===== config.mk =====
export PLATFORM = sky130hd
export DESIGN_NAME = rfmd_core
export DESIGN_NICKNAME = d
export VERILOG_FILES = /design/src/core/rfmd_pkg.sv /design/src/core/rfmd_core.sv
export SDC_FILE = /design/constraint.sdc
export NUM_CORES = 1
export LEC_CHECK = 0
export ABC_AREA = 1
export ABC_CLOCK_PERIOD_IN_PS = 1800
export BUFFER_PORTS_ARGS = -buffer_cell sky130_fd_sc_hd__buf_4
export CAP_MARGIN = 20
export CORE_MARGIN = 2
export CORE_UTILIZATION = 51
export DETAILED_ROUTE_END_ITERATION = 12
export PLACE_DENSITY_LB_ADDON = 0.1
export SYNTH_ARGS = -nofsm -noshare
export SYNTH_HDL_FRONTEND = slang
export SYNTH_SLANG_ARGS = --single-unit

===== constraint.sdc =====
create_clock -name CLK -period 1.8 [get_ports CLK]
set_input_delay 0.27 -clock CLK [delete_from_list [all_inputs] [get_ports CLK]]
set_output_delay 0.27 -clock CLK [all_outputs]
set_load 0.005 [all_outputs]

===== src/core/rfmd_pkg.sv =====
// register map, field positions and reset values of the rf mode block
package rfmd_pkg;
  localparam logic [7:0] IDX_TX_MODE = 8'h12;
  localparam logic [7:0] IDX_RX_MODE = 8'h13;
  localparam logic [7:0] IDX_TX_CTRL = 8'h14;
  localparam logic [7:0] IDX_SELECT = 8'h16;
  localparam logic [7:0] IDX_COMMAND = 8'h01;
  localparam logic [7:0] IDX_ERROR = 8'h06;
  localparam logic [7:0] IDX_STATUS = 8'h20;
  localparam logic [7:0] TX_MODE_RESET = 8'h00;
  localparam logic [7:0] RX_MODE_RESET = 8'h00;
  localparam logic [7:0] TX_CTRL_RESET = 8'h80;
  localparam logic [7:0] SELECT_RESET = 8'h10;
  localparam logic [7:0] TX_MODE_MASK = 8'hf8;
  localparam logic [7:0] RX_MODE_MASK = 8'hfc;
  localparam logic [7:0] TX_CTRL_MASK = 8'hfb;
  localparam logic [7:0] SELECT_MASK = 8'h30;
  localparam logic [7:0] COMMAND_MASK = 8'h0f;
  localparam int CRC_EN_BIT = 7;
  localparam int RATE_HI = 6;
  localparam int RATE_LO = 4;
  localparam int INV_MOD_BIT = 3;
  localparam int NO_ERR_BIT = 3;
  localparam int MULTI_BIT = 2;
  localparam int B_INV_ON_BIT = 7;
  localparam int A_INV_ON_BIT = 6;
  localparam int B_INV_OFF_BIT = 5;
  localparam int A_INV_OFF_BIT = 4;
  localparam int B_CW_BIT = 3;
  localparam int B_EN_BIT = 1;
  localparam int A_EN_BIT = 0;
  localparam int SRC_HI = 5;
  localparam int SRC_LO = 4;
  localparam int ERR_CRC_BIT = 2;
  localparam int MIN_VALID_BITS = 4;
  localparam logic [2:0] RATE_106 = 3'h0;
  localparam logic [2:0] RATE_848 = 3'h3;
  localparam logic [3:0] CMD_IDLE = 4'h0;
  localparam logic [3:0] CMD_RECEIVE = 4'h8;
  localparam logic [3:0] CMD_TRANSCEIVE = 4'hc;
  localparam logic [1:0] SRC_OFF = 2'h0;
  localparam logic [1:0] SRC_ENCODER = 2'h1;
  localparam logic [1:0] SRC_PIN = 2'h2;
  localparam logic [1:0] SRC_HIGH = 2'h3;
  localparam logic [15:0] CRC_PRESET_106 = 16'h6363;
  localparam logic [15:0] CRC_PRESET_HI = 16'h0000;
  localparam logic [1:0] RESP_OKAY = 2'h0;
  localparam logic [1:0] RESP_SLVERR = 2'h2;
  typedef enum logic [1:0] {
    RX_IDLE = 2'b00,
    RX_ACTIVE = 2'b01,
    RX_APPEND = 2'b10
  } rfmd_rx_state_t;
endpackage


===== src/core/rfmd_core.sv =====
// rf framing mode and antenna driver control with axi4-lite registers
`timescale 1ns/1ps
`default_nettype none
module rfmd_core #(
  parameter logic REVISION_TWO = 1'b1
) (
  input wire logic CLK, // system clock, 50 MHz
  input wire logic ARST_N, // async reset, active low
  input wire logic CE, // clock enable, freezes all state when low
  input wire logic [7:0] S_AXI_AWADDR, // write address
  input wire logic S_AXI_AWVALID, // write address valid
  output logic S_AXI_AWREADY, // write address ready
  input wire logic [31:0] S_AXI_WDATA, // write data
  input wire logic [3:0] S_AXI_WSTRB, // write strobes
  input wire logic S_AXI_WVALID, // write data valid
  output logic S_AXI_WREADY, // write data ready
  output logic [1:0] S_AXI_BRESP, // write response
  output logic S_AXI_BVALID, // write response valid
  input wire logic S_AXI_BREADY, // write response ready
  input wire logic [7:0] S_AXI_ARADDR, // read address
  input wire logic S_AXI_ARVALID, // read address valid
  output logic S_AXI_ARREADY, // read address ready
  output logic [31:0] S_AXI_RDATA, // read data
  output logic [1:0] S_AXI_RRESP, // read response
  output logic S_AXI_RVALID, // read data valid
  input wire logic S_AXI_RREADY, // read data ready
  input wire logic CARRIER, // 13.56 MHz carrier sampled
  input wire logic TX_DATA, // encoder envelope, high = modulate
  input wire logic MOD_PIN, // envelope from external modulation pin
  input wire logic TX_FRAME_END, // pulse: last data bit sent
  input wire logic RX_BIT, // pulse: one bit received
  input wire logic RX_FRAME_END, // pulse: received stream ended
  input wire logic CRC_GOOD, // crc coprocessor status
  input wire logic [7:0] ERROR_FLAGS, // current error flags register
  output logic ANTENNA_OUTPUT_A, // antenna driver a level
  output logic ANTENNA_OUTPUT_B, // antenna driver b level
  output logic SEND_CRC_APPEND, // append crc to sent frame
  output logic [2:0] SEND_BIT_RATE, // transmit rate code
  output logic RECV_CRC_CHECK, // check crc on received frame
  output logic [2:0] RECV_BIT_RATE, // receive rate code
  output logic [15:0] CRC_PRESET, // automatic crc preset
  output logic RECEIVER_ON, // receiver active
  output logic FIFO_PUSH, // pulse: push error byte to fifo
  output logic [7:0] FIFO_DATA, // byte pushed to fifo
  output logic SHORT_DROP // pulse: short stream discarded
);
  logic [7:0] tx_mode;
  logic [7:0] rx_mode;
  logic [7:0] tx_ctrl;
  logic [7:0] select;
  logic [3:0] command_register;
  logic [7:0] aw_addr;
  logic aw_have;
  logic [31:0] w_data;
  logic [3:0] w_strb;
  logic w_have;
  logic [2:0] bit_count;
  logic crc_pending;
  rfmd_pkg::rfmd_rx_state_t rx_state;
  rfmd_pkg::rfmd_rx_state_t next_rx_state;
  logic do_write;
  logic cmd_write;
  logic [3:0] new_cmd;
  logic multi;
  logic recv_cmd;
  logic short_stream;
  logic [7:0] err_byte;
  logic [31:0] read_word;
  logic read_ok;
  logic write_ok;
  logic next_a;
  logic next_b;
  logic envelope;

  assign do_write = aw_have && w_have && !S_AXI_BVALID;
  assign cmd_write = do_write && w_strb[0] && aw_addr == {rfmd_pkg::IDX_COMMAND[5:0], 2'b00};
  assign new_cmd = w_data[3:0] & rfmd_pkg::COMMAND_MASK[3:0];
  assign multi = rx_mode[rfmd_pkg::MULTI_BIT];
  assign recv_cmd = command_register == rfmd_pkg::CMD_RECEIVE
      || command_register == rfmd_pkg::CMD_TRANSCEIVE;
  assign short_stream = {1'b0, bit_count} < 4'(rfmd_pkg::MIN_VALID_BITS);

  // word address check: index times four
  always_comb begin
    write_ok = 1'b1;
    if (aw_addr == {rfmd_pkg::IDX_TX_MODE[5:0], 2'b00}) begin
      write_ok = 1'b1;
    end else if (aw_addr == {rfmd_pkg::IDX_RX_MODE[5:0], 2'b00}) begin
      write_ok = 1'b1;
    end else if (aw_addr == {rfmd_pkg::IDX_TX_CTRL[5:0], 2'b00}) begin
      write_ok = 1'b1;
    end else if (aw_addr == {rfmd_pkg::IDX_SELECT[5:0], 2'b00}) begin
      write_ok = 1'b1;
    end else if (aw_addr == {rfmd_pkg::IDX_COMMAND[5:0], 2'b00}) begin
      write_ok = 1'b1;
    end else begin
      write_ok = 1'b0;
    end
  end

  // axi write channels, taken in either order
  always_ff @(posedge CLK or negedge ARST_N) begin
    if (!ARST_N) begin
      aw_have <= 1'b0;
      aw_addr <= 8'h00;
      w_have <= 1'b0;
      w_data <= 32'h0;
      w_strb <= 4'h0;
      S_AXI_AWREADY <= 1'b0;
      S_AXI_WREADY <= 1'b0;
      S_AXI_BVALID <= 1'b0;
      S_AXI_BRESP <= rfmd_pkg::RESP_OKAY;
    end else if (CE) begin
      S_AXI_AWREADY <= !aw_have && !S_AXI_AWREADY;
      S_AXI_WREADY <= !w_have && !S_AXI_WREADY;
      if (S_AXI_AWVALID && S_AXI_AWREADY) begin
        aw_have <= 1'b1;
        aw_addr <= S_AXI_AWADDR;
        S_AXI_AWREADY <= 1'b0;
      end
      if (S_AXI_WVALID && S_AXI_WREADY) begin
        w_have <= 1'b1;
        w_data <= S_AXI_WDATA;
        w_strb <= S_AXI_WSTRB;
        S_AXI_WREADY <= 1'b0;
      end
      if (do_write) begin
        S_AXI_BVALID <= 1'b1;
        S_AXI_BRESP <= write_ok ? rfmd_pkg::RESP_OKAY : rfmd_pkg::RESP_SLVERR;
      end
      if (S_AXI_BVALID && S_AXI_BREADY) begin
        S_AXI_BVALID <= 1'b0;
        aw_have <= 1'b0;
        w_have <= 1'b0;
      end
    end
  end

  // register storage, reserved bits masked off
  always_ff @(posedge CLK or negedge ARST_N) begin
    if (!ARST_N) begin
      tx_mode <= rfmd_pkg::TX_MODE_RESET;
      rx_mode <= rfmd_pkg::RX_MODE_RESET;
      tx_ctrl <= rfmd_pkg::TX_CTRL_RESET;
      select <= rfmd_pkg::SELECT_RESET;
    end else if (CE && do_write && w_strb[0]) begin
      if (aw_addr == {rfmd_pkg::IDX_TX_MODE[5:0], 2'b00}) begin
        tx_mode <= w_data[7:0] & rfmd_pkg::TX_MODE_MASK;
      end else if (aw_addr == {rfmd_pkg::IDX_RX_MODE[5:0], 2'b00}) begin
        rx_mode <= w_data[7:0] & rfmd_pkg::RX_MODE_MASK;
      end else if (aw_addr == {rfmd_pkg::IDX_TX_CTRL[5:0], 2'b00}) begin
        tx_ctrl <= w_data[7:0] & rfmd_pkg::TX_CTRL_MASK;
      end else if (aw_addr == {rfmd_pkg::IDX_SELECT[5:0], 2'b00}) begin
        select <= w_data[7:0] & rfmd_pkg::SELECT_MASK;
      end
    end
  end

  // command register; a receive command clears back to idle when done
  always_ff @(posedge CLK or negedge ARST_N) begin
    if (!ARST_N) begin
      command_register <= rfmd_pkg::CMD_IDLE;
    end else if (CE) begin
      if (cmd_write) begin
        command_register <= new_cmd;
      end else if (rx_state == rfmd_pkg::RX_ACTIVE && next_rx_state
          == rfmd_pkg::RX_IDLE) begin
        command_register <= rfmd_pkg::CMD_IDLE;
      end
    end
  end

  // read channel: one cycle to rvalid after the address is taken
  always_comb begin
    read_word = 32'h0;
    read_ok = 1'b1;
    if (S_AXI_ARADDR == {rfmd_pkg::IDX_TX_MODE[5:0], 2'b00}) begin
      read_word[7:0] = tx_mode;
    end else if (S_AXI_ARADDR == {rfmd_pkg::IDX_RX_MODE[5:0], 2'b00}) begin
      read_word[7:0] = rx_mode;
    end else if (S_AXI_ARADDR == {rfmd_pkg::IDX_TX_CTRL[5:0], 2'b00}) begin
      read_word[7:0] = tx_ctrl;
    end else if (S_AXI_ARADDR == {rfmd_pkg::IDX_SELECT[5:0], 2'b00}) begin
      read_word[7:0] = select;
    end else if (S_AXI_ARADDR == {rfmd_pkg::IDX_COMMAND[5:0], 2'b00}) begin
      read_word[3:0] = command_register;
    end else if (S_AXI_ARADDR == {rfmd_pkg::IDX_ERROR[5:0], 2'b00}) begin
      read_word[7:0] = ERROR_FLAGS;
    end else if (S_AXI_ARADDR == {rfmd_pkg::IDX_STATUS[5:0], 2'b00}) begin
      read_word[1:0] = rx_state;
      read_word[2] = RECEIVER_ON;
    end else begin
      read_ok = 1'b0;
    end
  end

  always_ff @(posedge CLK or negedge ARST_N) begin
    if (!ARST_N) begin
      S_AXI_ARREADY <= 1'b0;
      S_AXI_RVALID <= 1'b0;
      S_AXI_RDATA <= 32'h0;
      S_AXI_RRESP <= rfmd_pkg::RESP_OKAY;
    end else if (CE) begin
      S_AXI_ARREADY <= !S_AXI_RVALID && !S_AXI_ARREADY;
      // data latched with rvalid so any master may take it at once
      if (S_AXI_ARVALID && S_AXI_ARREADY) begin
        S_AXI_ARREADY <= 1'b0;
        S_AXI_RVALID <= 1'b1;
        S_AXI_RDATA <= read_word;
        S_AXI_RRESP <= read_ok ? rfmd_pkg::RESP_OKAY : rfmd_pkg::RESP_SLVERR;
      end else if (S_AXI_RVALID && S_AXI_RREADY) begin
        S_AXI_RVALID <= 1'b0;
      end
    end
  end

  // framing outputs
  always_ff @(posedge CLK or negedge ARST_N) begin
    if (!ARST_N) begin
      SEND_CRC_APPEND <= 1'b0;
      SEND_BIT_RATE <= rfmd_pkg::RATE_106;
      RECV_CRC_CHECK <= 1'b0;
      RECV_BIT_RATE <= rfmd_pkg::RATE_106;
      CRC_PRESET <= rfmd_pkg::CRC_PRESET_106;
    end else if (CE) begin
      // crc forced on above 106 kBd so a stale clear cannot break framing
      SEND_CRC_APPEND <= tx_mode[rfmd_pkg::CRC_EN_BIT]
          || tx_mode[rfmd_pkg::RATE_HI:rfmd_pkg::RATE_LO]
          != rfmd_pkg::RATE_106;
      RECV_CRC_CHECK <= rx_mode[rfmd_pkg::CRC_EN_BIT]
          || rx_mode[rfmd_pkg::RATE_HI:rfmd_pkg::RATE_LO]
          != rfmd_pkg::RATE_106;
      // reserved rate codes hold the last legal rate
      if (tx_mode[rfmd_pkg::RATE_HI:rfmd_pkg::RATE_LO] <= rfmd_pkg::RATE_848) begin
        SEND_BIT_RATE <= tx_mode[rfmd_pkg::RATE_HI:rfmd_pkg::RATE_LO];
      end
      if (rx_mode[rfmd_pkg::RATE_HI:rfmd_pkg::RATE_LO] <= rfmd_pkg::RATE_848) begin
        RECV_BIT_RATE <= rx_mode[rfmd_pkg::RATE_HI:rfmd_pkg::RATE_LO];
      end
      // preset follows the rate in use, so a reserved code keeps it too
      CRC_PRESET <= (tx_mode[rfmd_pkg::RATE_HI:rfmd_pkg::RATE_LO]
          == rfmd_pkg::RATE_106
          || (tx_mode[rfmd_pkg::RATE_HI:rfmd_pkg::RATE_LO] > rfmd_pkg::RATE_848
          && SEND_BIT_RATE == rfmd_pkg::RATE_106))
          ? rfmd_pkg::CRC_PRESET_106 : rfmd_pkg::CRC_PRESET_HI;
    end
  end

  // error byte: revision picks crc-good or crc-error polarity
  always_comb begin
    err_byte = ERROR_FLAGS;
    err_byte[rfmd_pkg::ERR_CRC_BIT] = REVISION_TWO ? CRC_GOOD
        : !CRC_GOOD;
  end

  // receiver sequencing
  always_comb begin
    next_rx_state = rx_state;
    case (rx_state)
      rfmd_pkg::RX_IDLE: begin
        if (cmd_write && (new_cmd == rfmd_pkg::CMD_RECEIVE
            || new_cmd == rfmd_pkg::CMD_TRANSCEIVE)) begin
          next_rx_state = rfmd_pkg::RX_ACTIVE;
        end
      end
      rfmd_pkg::RX_ACTIVE: begin
        if ((cmd_write && new_cmd != rfmd_pkg::CMD_RECEIVE) || !recv_cmd) begin
          next_rx_state = rfmd_pkg::RX_IDLE;
        end else if (RX_FRAME_END) begin
          if (short_stream && rx_mode[rfmd_pkg::NO_ERR_BIT]) begin
            next_rx_state = rfmd_pkg::RX_ACTIVE;
          end else if (multi) begin
            next_rx_state = rfmd_pkg::RX_APPEND;
          end else begin
            next_rx_state = rfmd_pkg::RX_IDLE;
          end
        end else if (!multi && crc_pending) begin
          next_rx_state = rfmd_pkg::RX_IDLE;
        end
      end
      rfmd_pkg::RX_APPEND: begin
        next_rx_state = rfmd_pkg::RX_ACTIVE;
      end
      default: begin
        next_rx_state = rfmd_pkg::RX_IDLE;
      end
    endcase
  end

  always_ff @(posedge CLK or negedge ARST_N) begin
    if (!ARST_N) begin
      rx_state <= rfmd_pkg::RX_IDLE;
      bit_count <= 3'h0;
      crc_pending <= 1'b0;
      RECEIVER_ON <= 1'b0;
      FIFO_PUSH <= 1'b0;
      FIFO_DATA <= 8'h00;
      SHORT_DROP <= 1'b0;
    end else if (CE) begin
      rx_state <= next_rx_state;
      RECEIVER_ON <= next_rx_state != rfmd_pkg::RX_IDLE;
      // multi-frame cleared mid-run ends reception at the next cycle
      if (next_rx_state == rfmd_pkg::RX_IDLE) begin
        crc_pending <= 1'b0;
      end else if (multi) begin
        crc_pending <= 1'b1;
      end
      FIFO_PUSH <= 1'b0;
      SHORT_DROP <= 1'b0;
      if (RX_FRAME_END || rx_state == rfmd_pkg::RX_IDLE) begin
        bit_count <= 3'h0;
      end else if (RX_BIT && short_stream) begin
        bit_count <= bit_count + 3'h1;
      end
      if (rx_state == rfmd_pkg::RX_ACTIVE && RX_FRAME_END && short_stream
          && rx_mode[rfmd_pkg::NO_ERR_BIT]) begin
        SHORT_DROP <= 1'b1;
      end
      if (next_rx_state == rfmd_pkg::RX_APPEND) begin
        FIFO_PUSH <= 1'b1;
        FIFO_DATA <= err_byte;
      end
    end
  end

  // antenna drivers
  always_comb begin
    envelope = 1'b0;
    case (select[rfmd_pkg::SRC_HI:rfmd_pkg::SRC_LO])
      rfmd_pkg::SRC_ENCODER: envelope = TX_DATA ^ tx_mode[rfmd_pkg::INV_MOD_BIT];
      rfmd_pkg::SRC_PIN: envelope = MOD_PIN;
      default: envelope = 1'b0;
    endcase
    // modulation gaps the carrier; constant high keeps carrier only
    next_a = tx_ctrl[rfmd_pkg::A_EN_BIT] ? ((CARRIER && !envelope)
        ^ tx_ctrl[rfmd_pkg::A_INV_ON_BIT])
        : tx_ctrl[rfmd_pkg::A_INV_OFF_BIT];
    next_b = tx_ctrl[rfmd_pkg::B_EN_BIT] ? ((CARRIER
        && (tx_ctrl[rfmd_pkg::B_CW_BIT] || !envelope))
        ^ tx_ctrl[rfmd_pkg::B_INV_ON_BIT])
        : tx_ctrl[rfmd_pkg::B_INV_OFF_BIT];
  end

  always_ff @(posedge CLK or negedge ARST_N) begin
    if (!ARST_N) begin
      ANTENNA_OUTPUT_A <= 1'b0;
      ANTENNA_OUTPUT_B <= 1'b0;
    end else if (CE) begin
      ANTENNA_OUTPUT_A <= next_a;
      ANTENNA_OUTPUT_B <= next_b;
    end
  end
endmodule
`default_nettype wire


# Word-level counts from Yosys, hierarchy flattened
# Index checks and enable logic that the tools add are counted.
# totals
ff_bits,103
latch_bits,0
ram_bits,0
romBits,0
inputBits,75
n_memories,0
# classes
add_sub_neg,1
mul,0
div_mod_pow,0
order_cmp,4
n_eq_ne,22
shift,0
n_mux,53
bitwise,6
n_reduce_logical,76
# ops
cell,n
$eq 8x7->1 const B,8
$mux 8,4
$reduce_and 2->1,15
$mux 1,29
$logic_and 1x1->1,26
$eq 4x4->1 const B,4
$eq 8x3->1 const B,2
$mux 2,8
$mux 4,4
$reduce_bool 2->1,8
$mux 15,1
$mux 3,4
$logic_not 1->1,10
$eq 8x5->1 const B,1
$eq 8x8->1 const B,1
$logic_or 1x1->1,8
$eq 2x2->1 const B,3
$le 3x2->1 const B,2
$logic_not 3->1,2
$pmux 2 s3,1
$reduce_bool 3->1,2
$mux 5,1
$reduce_and 5->1,1
$eq 2x1->1 const B,2
10 further kinds,15

# Logic depth before layout (Yosys ltp)
# Gate-level depths: netlist of the first run.
# depth
ltp_word,12
ltp_mapped,11
depth_no_buf,11

# Least setup slack after synthesis of the first run
# No wires, ideal clock.
# synth_path
path_kind,register -> register
start,register select[4]
end,register ANTENNA_OUTPUT_A
setup_ps,123
arrival_ps,1422
slack_ps,255
stages_incl_launch_ff,8
path_buffers,0
path_cell_list,dfstp_2 -> inv_1 -> ha_1 -> inv_1 -> a21boi_0 -> xor2_1 -> o21ai_0 -> nand2_1
# synth_between
elab_chain_len,6
# synth_rtl
item,line_no,rtl
"start, declared",rfmd_core.sv:50,logic [7:0] select;
"start signal, assigned",rfmd_core.sv:145,select <= rfmd_pkg::SELECT_RESET;
"start signal, assigned",rfmd_core.sv:154,select <= w_data[7:0] & rfmd_pkg::SELECT_MASK;
$eq 2x2->1 / $eq 2x1->1 (equally long branches),rfmd_core.sv:329,case (select[rfmd_pkg::SRC_HI:rfmd_pkg::SRC_LO])
$pmux 1 s2 (*),rfmd_core.sv:329,
$logic_not 1->1 (*),rfmd_core.sv:335,next_a = tx_ctrl[rfmd_pkg::A_EN_BIT] ? ((CARRIER && !envelope)
$logic_and 1x1->1 (*),rfmd_core.sv:335,
$xor 1x1->1 (*),rfmd_core.sv:336,^ tx_ctrl[rfmd_pkg::A_INV_ON_BIT])
$mux 1 (*),rfmd_core.sv:335,
"end signal, assigned",rfmd_core.sv:349,ANTENNA_OUTPUT_A <= next_a;
"end, declared",rfmd_core.sv:35,"output logic ANTENNA_OUTPUT_A,"
# Every way passes the cells marked *; elsewhere a longest branch is shown, timed or not.
# A chain may end at the register's enable or synchronous reset.

# Worst setup path in the final report of the first run
# Ends and elaborated chain as after synthesis.

==> results of run 1 <==
-- final timing paths --
| kind | start | to |
|---|---|---|
| setup / recovery | select[4] | ANTENNA_OUTPUT_A |
| hold / removal | S_AXI_AWADDR[1] | aw_addr[1] |
| setup reg to reg | select[4] | ANTENNA_OUTPUT_A |
| hold reg to reg | FIFO_DATA[0] | FIFO_DATA[0] |
| max in group asynchronous | ARST_N | aw_addr[2] |
| min in group asynchronous | ARST_N | RECV_BIT_RATE[1] |
-- cell usage after synthesis, types with 2 or more instances --
library cell    n  area share [%]
inv_2          12            0.99
nand3_2         5             1.1
nor2_4          4            0.99
buf_6           2            0.49
nand3_1        33             3.6
nor3_2          4            0.88
buf_4          41             6.7
mux2_2          4            0.99
nand2_2         3            0.41
o21ai_1         8            0.88
dfrtp_1        83              45
ha_1            3            0.82
buf_2           2            0.22
inv_1          49             4.0
nor2_1         46             3.8
nor2_2          8             1.1
a21oi_1        28             3.1
o21ai_0        25             2.7
nor3_1         10             1.1
nand2_4         2            0.49
clkbuf_1        6            0.49
o21ai_2        12             2.3
nand4_1         8             1.1
nand2_1       136              11
dfstp_2         3             1.7
-- routing by layer --
metal | up-vias | wire (um)
met5 | - | 0
met4 | 0 | 172
met3 | 10 | 618
met2 | 116 | 4621
met1 | 1773 | 4633
li1 | 1870 | -
-- area by class of cell --
cell class	count	area share [%]
clock buffers	9	2.295
clock inverters	7	1.345
inverters	61	4.243
multi-input cells	386	36.03
flip-flops and latches	86	39.95
well taps	108	2.504
repair buffers	96	13.63
-- layout by cell type (no fill, tap or decap), drive strengths merged --
master,count
clkinvlp,2
or2,1
xor2,1
o22ai,1
a21oi,28
mux2,4
nor3,14
dfstp,3
dfrtp,83
nand2,141
o21ai,45
conb,34
nand4,8
inv,63
o31ai,1
o21bai,1
buf,95
nor4,2
ha,3
nor2,59
dlygate4sd3,1
nand3b,2
a31oi,1
clkbuf,9
clkinv,2
a21boi,1
nand3,39
bufinv,1
-- flip-flops by register name (all words and copies together) (netlist names), 2 cells and up --
| register | cells |
|---|---|
| SEND_BIT_RATE | 3 |
| command_register | 4 |
| rx_state | 2 |
| FIFO_DATA | 8 |
| S_AXI_RDATA | 8 |
| aw_addr | 8 |
| RECV_BIT_RATE | 3 |
| w_data | 8 |
| select | 2 |
| tx_ctrl | 7 |
| bit_count | 3 |
| rx_mode | 6 |
| tx_mode | 5 |
-- what timing repair did --
item / CTS / global route
endpoints found under the setup margin: 0 / 8
gates resized for setup: 0 / 2
hold buffers: 1 / 0
hold endpoints to repair: 83 / 0
-- where the power goes --
group / switching [mW] / internal, mW / total (mW)
registers: 0.317 / 2.31 / 2.63
logic: 0.778 / 0.595 / 1.37
clock network: 0.731 / 0.646 / 1.38
-- logic make-up (layout without fill, tap and decap cells) --
| family | after synthesis | after routing | synth area share [%] |
|---|---|---|---|
| simple gates | 266 | 266 | 27.98 |
| flops | 86 | 86 | 47.22 |
| fa+ha+maj | 3 | 3 | 0.8222 |
| compound gates | 78 | 78 | 9.756 |
| buf+inv | 112 | 173 | 12.96 |
| xor+xnor | 1 | 1 | 0.1919 |
| other cells | 1 | 34 | 0.08214 |
| mux | 4 | 4 | 0.9865 |
-- per-stage QoR --
stage          power (mW)  instances
2_1_floorplan       3.529        584
3_5_place_dp        4.042        736
5_1_grt             5.687        753
6_report            5.378        753
4_1_cts             5.410        753
3_3_place_gp        3.995        736
==> impl_metrics.ini, run 1 <==
[status]
status = finished clean

[pwr]
p_leak_nw = 2.819
ir_worst_vdd_v = 0.0005486
power.density_nw_per_um2 = 996.7

[floorplanning]
boundaryPins = 153
fp.dieArea_um2 = 9725
die_y_um = 98.62
core.rowCount = 34
core_um2 = 8721
start_util_pct = 52.35
die_width_um = 98.62

[detailed_routing]
drtIter0Drc = 184
wl_per_cell_um = 13.34
drtPass1Iterations = 5
drc_errors = 0
detail-route-antenna-nets = 0
vias_per_cell = 5.005
wl_um = 10050
vias = 3769

[timing]
skew_ns = 0.009387
finalSetupViolCount = 0
holdWs_ns = 0.1384
hold_viol = 0
fin_tns_setup_ns = 0
worst_slack_ns = 0.1709
fmax_mhz = 613.8
period_share_pct = 90.51
rsz0062_at_grt = no
slew_viol_final = 0
min_period_ns = 1.629

[yosys]
synth.cell_area_um2 = 4566
ys_seq_area_share_pct = 47.22
synth.distinct_cells = 39
synth_async_sr_flop_share_pct = 100.0
synth_edf_count = 0
syn_inst = 551
yosys_register_bits = 86
synth.avg_cell_area_um2 = 8.286
yosys_warnings = 0
synth_top_flop_cell = dfrtp_1

[clocking]
root_buffer = clkbuf_8
cts_tree = done
numClockSinks = 86
post_cts_buffers = 0
clk_pin_slew_ns = 0.09
numCtsBuffers = 9
h-tree-depth = 3
cts_buffer_depth = 2
insertion_delay_ns = 0.36

[final_layout]
drive_gt1_share_pct = 27.13
post-route-util_pct = 61.88
post-route-cell-area_um2 = 5396
nets = 718
seq_area_um2 = 2156
antenna_cells = 0
fillers = 791
multi_input_area_um2 = 1944
syn_to_final_growth_pct = 18.20

[placed_design]
port_buffers = 90
pre_cts_ws_ns = 0.09296
dp_hpwl_um = 7531
gp_congestion = 0.8962
placed_area_um2 = 5187

[critical_path]
worst_setup_path_start_kind = flip-flop
crit_required_ns = 2.05
cpPeakStageDelay_ns = 0.59
r2r_slack_ns = 0.17
crit_fanout = 4
crit_family = flip-flops
cp-end-kind = flip-flop
crit_chain = inv_1 > ha_1 > nand2_1 > o21ai_0 > a21boi_1 > xor2_1 > o21ai_0 > nand2_1
r2r.worst_path.cells = 8
path_class = reg2reg
cp_slowest_cell = dfstp_2
crit_arrival_ns = 1.88
path_depth = 8
path_buf_inv = 1

[global_routing]
grt_max_degree = 87
gr-usage-met3_pct = 4.539
grt_use_total_pct = 20.88
antenna_found_initial = 0
grt_pass1_wl_um = 16260
grt_pass1_vias = 3459
grtUsageMet1_pct = 28.62
grt_busiest_layer = met2
overflow = 0
use_met2_pct = 33.02

[min_path]
worst_hold_path_type = in2reg
min_path_cells = 2

[job]
drv_cap = 0
(Power assumes the default switching activity.)
==> inputs of run 2 (changes only) <==
--- a/config.mk
+++ b/config.mk
@@ -12,7 +12,7 @@
 export CORE_MARGIN = 2
 export CORE_UTILIZATION = 51
 export DETAILED_ROUTE_END_ITERATION = 12
-export PLACE_DENSITY_LB_ADDON = 0.1
+export PLACE_DENSITY = 0.92
 export SYNTH_ARGS = -nofsm -noshare
 export SYNTH_HDL_FRONTEND = slang
 export SYNTH_SLANG_ARGS = --single-unit
==> run 2 against run 1 <==
Compared with the run above:
- clock power about the same
- sequential power about the same
- highest routed layer unchanged
- largest cell class unchanged
- count of clock-buffer cells in the layout up 1
- register-to-register slack worse by 0.02 ns
- utilization about the same
- first-iteration DRC count up 52%
==> impl_metrics.ini, run 2 (synthesis results as in run 1) <==
[final_layout]
antenna_cells = 0
multi_input_area_um2 = 1947
drive_gt1_share_pct = 27.24
fillers = 709
nets = 719
layout_commonest_cell = nand2_1
post-route-util_pct = 61.87
final_cell_mix = 135 x nand2_1, 96 x buf_4, 83 x dfrtp_1
seq_area_um2 = 2156
post-route-cell-area_um2 = 5395
syn_to_final_growth_pct = 18.17

[timing]
maxSlewHeadroom_pct = 66.60
hold_viol = 0
period_share_pct = 91.61
slew_viol_final = 0
worst_pin_slew_ns = 0.4996
finalSetupViolCount = 0
skew_ns = 0.008376
min_period_ns = 1.649
worst_slack_ns = 0.1510
holdWs_ns = 0.1305
fmax_mhz = 606.4

[detailed_routing]
vias_per_cell = 5.296
drtPass1Iterations = 5
wl_per_cell_um = 14.43
vias = 3993
drtIter0Drc = 280
wl_um = 10880
drc_errors = 0
detail-route-antenna-nets = 0

[floorplanning]
boundaryPins = 153
die_y_um = 98.62
die_width_um = 98.62
core_um2 = 8721
fp.dieArea_um2 = 9725
core.rowCount = 34
start_util_pct = 52.35

[global_routing]
grt_max_degree = 42
gr-usage-met3_pct = 3.972
antenna_found_initial = 0
grt_use_total_pct = 22.98
use_met2_pct = 39.09
overflow = 0
grt_pass1_wl_um = 17910
grt_pass1_vias = 3951
grtUsageMet1_pct = 28.62
grt_busiest_layer = met2

[pwr]
p_leak_nw = 2.813
ir_worst_vdd_v = 0.0005810
power.density_nw_per_um2 = 1003
finalPower_mw = 5.410

[placed_design]
port_buffers = 90
placed_area_um2 = 5182
gp_congestion = 0.9926
pre_cts_ws_ns = 0.09058
dp_hpwl_um = 8266

[critical_path]
crit_required_ns = 2.06
crit_fanout = 4
reg2reg_from = select[4]
path_class = reg2reg
cp-end-kind = flip-flop
worst_setup_path_start_kind = flip-flop
cp-startpoint = select[4]
crit_arrival_ns = 1.91

[clocking]
h-tree-depth = 3
numClockSinks = 86
insertion_delay_ns = 0.36
numCtsBuffers = 9
root_buffer = clkbuf_8
cts_buffer_depth = 2
cts_tree = done
clk_pin_slew_ns = 0.09

[status]
status = finished clean

[min_path]
min_from = S_AXI_AWADDR[1]
worst_hold_path_type = in2reg

[job]
drv_cap = 0
run 2: cell types whose count changed in the layout (fill, tap and decap cells not counted), sizes merged:
cell,before,now
clkbuf,9,10
inv,63,62
buf,95,96
clkinv,2,1
clkinvlp,2,3
run 2: path summary, 6_finish.rpt:
path | to | slack [ns] | cells past startpoint
hold reg to reg | RECV_BIT_RATE[0] | 0.48 | 2
hold / removal | aw_addr[1] | 0.13 | 2
setup reg to reg | ANTENNA_OUTPUT_B | 0.15 | 9
max in group asynchronous | S_AXI_RDATA[5] | 0.76 | 3
min in group asynchronous | RECV_BIT_RATE[1] | 0.42 | 2
setup / recovery | ANTENNA_OUTPUT_B | 0.15 | 9
run 2: metrics by stage:
| step | setup TNS, ns | std cells |
|---|---|---|
| floorplan | 0 | 584 |
| global placement | 0 | 737 |
| detailed placement | 0 | 737 |
| CTS | 0 | 754 |
| global route | -0.01942 | 754 |
| finish | 0 | 754 |
run 2: worst max-delay path, stage by stage (launching register included):
cell	delay, ns
dfstp_2	0.58
inv_1	0.06
ha_1	0.27
inv_1	0.04
a21boi_1	0.24
nor2_1	0.07
nand2_1	0.07
nand3_1	0.07
nand2_1	0.10
nand2_1	0.06
run 2: what timing repair did:
action | CTS | global route
setup buffers | 0 | 0
hold endpoints to repair | 35 | 0
endpoints found under the setup margin | 0 | 10
gates resized for setup | 0 | 3
hold buffers | 1 | 0
run 2: layer usage:
metal	part of all wire, %	wire [um]	vias to the layer above
met2	50	5394	172
met4	2.8	310	0
met1	41	4489	1920
met5	0	0	-
li1	-	-	1874
met3	6.3	684	27
run 2: final cells by class:
type                       count  share of cell area, %
clock buffer                  10                  2.365
clock inverter                 6                  1.299
inverter                      61                  4.244
multi-input combinational    386                  36.09
sequential                    86                  39.96
tap                          108                  2.505
timing repair buffer          97                  13.54
run 2: power breakdown:
part           internal [mW]  leakage [nW]  switching (mW)
clock                  0.649        0.0891           0.723
sequential              2.31          1.12           0.329
combinational          0.591          1.61           0.805
total                   3.55          2.81            1.86
==> inputs of run 3 (changes only) <==
--- a/config.mk
+++ b/config.mk
@@ -12,6 +12,7 @@
 export CORE_MARGIN = 2
 export CORE_UTILIZATION = 51
 export DETAILED_ROUTE_END_ITERATION = 12
+export MAX_ROUTING_LAYER = met4
 export PLACE_DENSITY = 0.92
 export SYNTH_ARGS = -nofsm -noshare
 export SYNTH_HDL_FRONTEND = slang
==> run 3 against run 2 <==
Compared with the run above:
- final cell count is 0.13% higher
- critical endpoint is now ANTENNA_OUTPUT_A
- register-to-register slack better by 0.03 ns
- count of clock-buffer cells in the layout stayed put
- routed wire length is 1.7% lower
- power is 0.80% higher
- sequential power hardly changed
- clock skew is 0.0030 ns higher
- via count is 1.5% lower
- utilization is 0.19 points higher
- flip-flop and latch count stayed put
- first-iteration DRC count is 2.9% lower
==> impl_metrics.ini, run 3 (synthesis results as in run 1) <==
[final_layout]
post-route-util_pct = 62.05
fillers = 715
antenna_cells = 0
seq_area_um2 = 2156
multi_input_area_um2 = 1948
final_cell_mix = 135 x nand2_1, 97 x buf_4, 83 x dfrtp_1
syn_to_final_growth_pct = 18.53
layout_commonest_cell = nand2_1
nets = 720
drive_gt1_share_pct = 27.51
post-route-cell-area_um2 = 5411

[global_routing]
grt_pass1_vias = 3655
grt_max_degree = 37
antenna_found_initial = 0
grt_busiest_layer = met2
grtUsageMet1_pct = 29.20
overflow = 0
grt_use_total_pct = 22.70
gr-usage-met3_pct = 3.901
grt_pass1_wl_um = 17190
use_met2_pct = 36.00

[clocking]
numClockSinks = 86
cts_buffer_depth = 2
cts_tree = done
h-tree-depth = 3
numCtsBuffers = 9
clk_pin_slew_ns = 0.09
insertion_delay_ns = 0.37
root_buffer = clkbuf_8

[detailed_routing]
drtPass1Iterations = 5
detail-route-antenna-nets = 0
wl_um = 10700
vias = 3935
drtIter0Drc = 272
wl_per_cell_um = 14.17
vias_per_cell = 5.212
drc_errors = 0

[floorplanning]
die_width_um = 98.62
core.rowCount = 34
core_um2 = 8721
boundaryPins = 153
die_y_um = 98.62
fp.dieArea_um2 = 9725
start_util_pct = 52.35

[job]
drv_cap = 0

[critical_path]
path_class = reg2reg
worst_setup_path_start_kind = flip-flop
cp-end-kind = flip-flop
crit_required_ns = 2.06
crit_fanout = 4
crit_arrival_ns = 1.88

[timing]
worst_pin_slew_ns = 0.4974
skew_ns = 0.01133
maxSlewHeadroom_pct = 66.75
min_period_ns = 1.620
finalSetupViolCount = 0
holdWs_ns = 0.1256
fmax_mhz = 617.2
period_share_pct = 90.01
hold_viol = 0
slew_viol_final = 0

[placed_design]
gp_congestion = 1.005
port_buffers = 90
dp_hpwl_um = 8113
placed_area_um2 = 5190

[status]
status = finished clean

[pwr]
power.density_nw_per_um2 = 1008
ir_worst_vdd_v = 0.0006670
p_leak_nw = 2.828

[min_path]
worst_hold_path_type = in2reg
[run 3: where the power goes]
part	total, mW	switching [mW]	leakage [nW]	internal (mW)
sequential	2.64	0.329	1.12	2.31
combinational	1.38	0.792	1.61	0.593
clock	1.43	0.740	0.0993	0.687
total	5.45	1.86	2.83	3.59
[run 3: final timing paths]
| kind | start | end | slack (ns) | cells after the start |
|---|---|---|---|---|
| setup / recovery | select[4] | ANTENNA_OUTPUT_A | 0.18 | 8 |
| setup reg to reg | select[4] | ANTENNA_OUTPUT_A | 0.18 | 8 |
| hold reg to reg | FIFO_DATA[0] | FIFO_DATA[0] | 0.48 | 2 |
| max in group asynchronous | ARST_N | FIFO_DATA[1] | 0.75 | 3 |
| min in group asynchronous | ARST_N | RECV_BIT_RATE[2] | 0.39 | 2 |
| hold / removal | S_AXI_AWADDR[7] | aw_addr[7] | 0.13 | 2 |
[run 3: layer usage]
metal  up-vias  wire length [um]
li1       1879                 -
met1      1831              4568
met2       199              5089
met3        26               777
met4         0               259
met5         -                 0
[run 3: cell type report]
| class | instances | share of cell area [%] |
|---|---|---|
| Tap cell | 108 | 2.497 |
| Inverter | 61 | 4.231 |
| Clock inverter | 6 | 1.249 |
| Timing Repair Buffer | 98 | 13.64 |
| Sequential cell | 86 | 39.84 |
| Clock buffer | 10 | 2.543 |
| Multi-Input combinational cell | 386 | 36.00 |
[run 3: worst max-delay path, cell delays in order (launching register included)]
cell	delay [ns]
dfstp_2	0.58
inv_1	0.05
ha_1	0.19
nand2_1	0.05
o21ai_0	0.11
a21boi_2	0.21
xor2_1	0.09
o21ai_0	0.17
nand2_1	0.07
[run 3: through the flow]
step                      setup slack (ns)  power (mW)  TNS (ns)  std cells
final                               0.1798       5.453         0        755
after detailed placement           0.04608       4.064         0        738
after floorplan                     0.2552       3.529         0        584
after global routing              -0.01894       5.766  -0.01894        755
after global placement              0.1103       3.978         0        738
after CTS                         0.004605       5.473         0        755
[run 3: what timing repair did]
| item | 4_1_cts | 5_1_grt |
|---|---|---|
| buffers inserted | 0 | 0 |
| endpoints found under the setup margin | 0 | 4 |
| endpoints found under the hold margin | 30 | 0 |
| hold buffers | 1 | 0 |
| resized for setup | 0 | 3 |
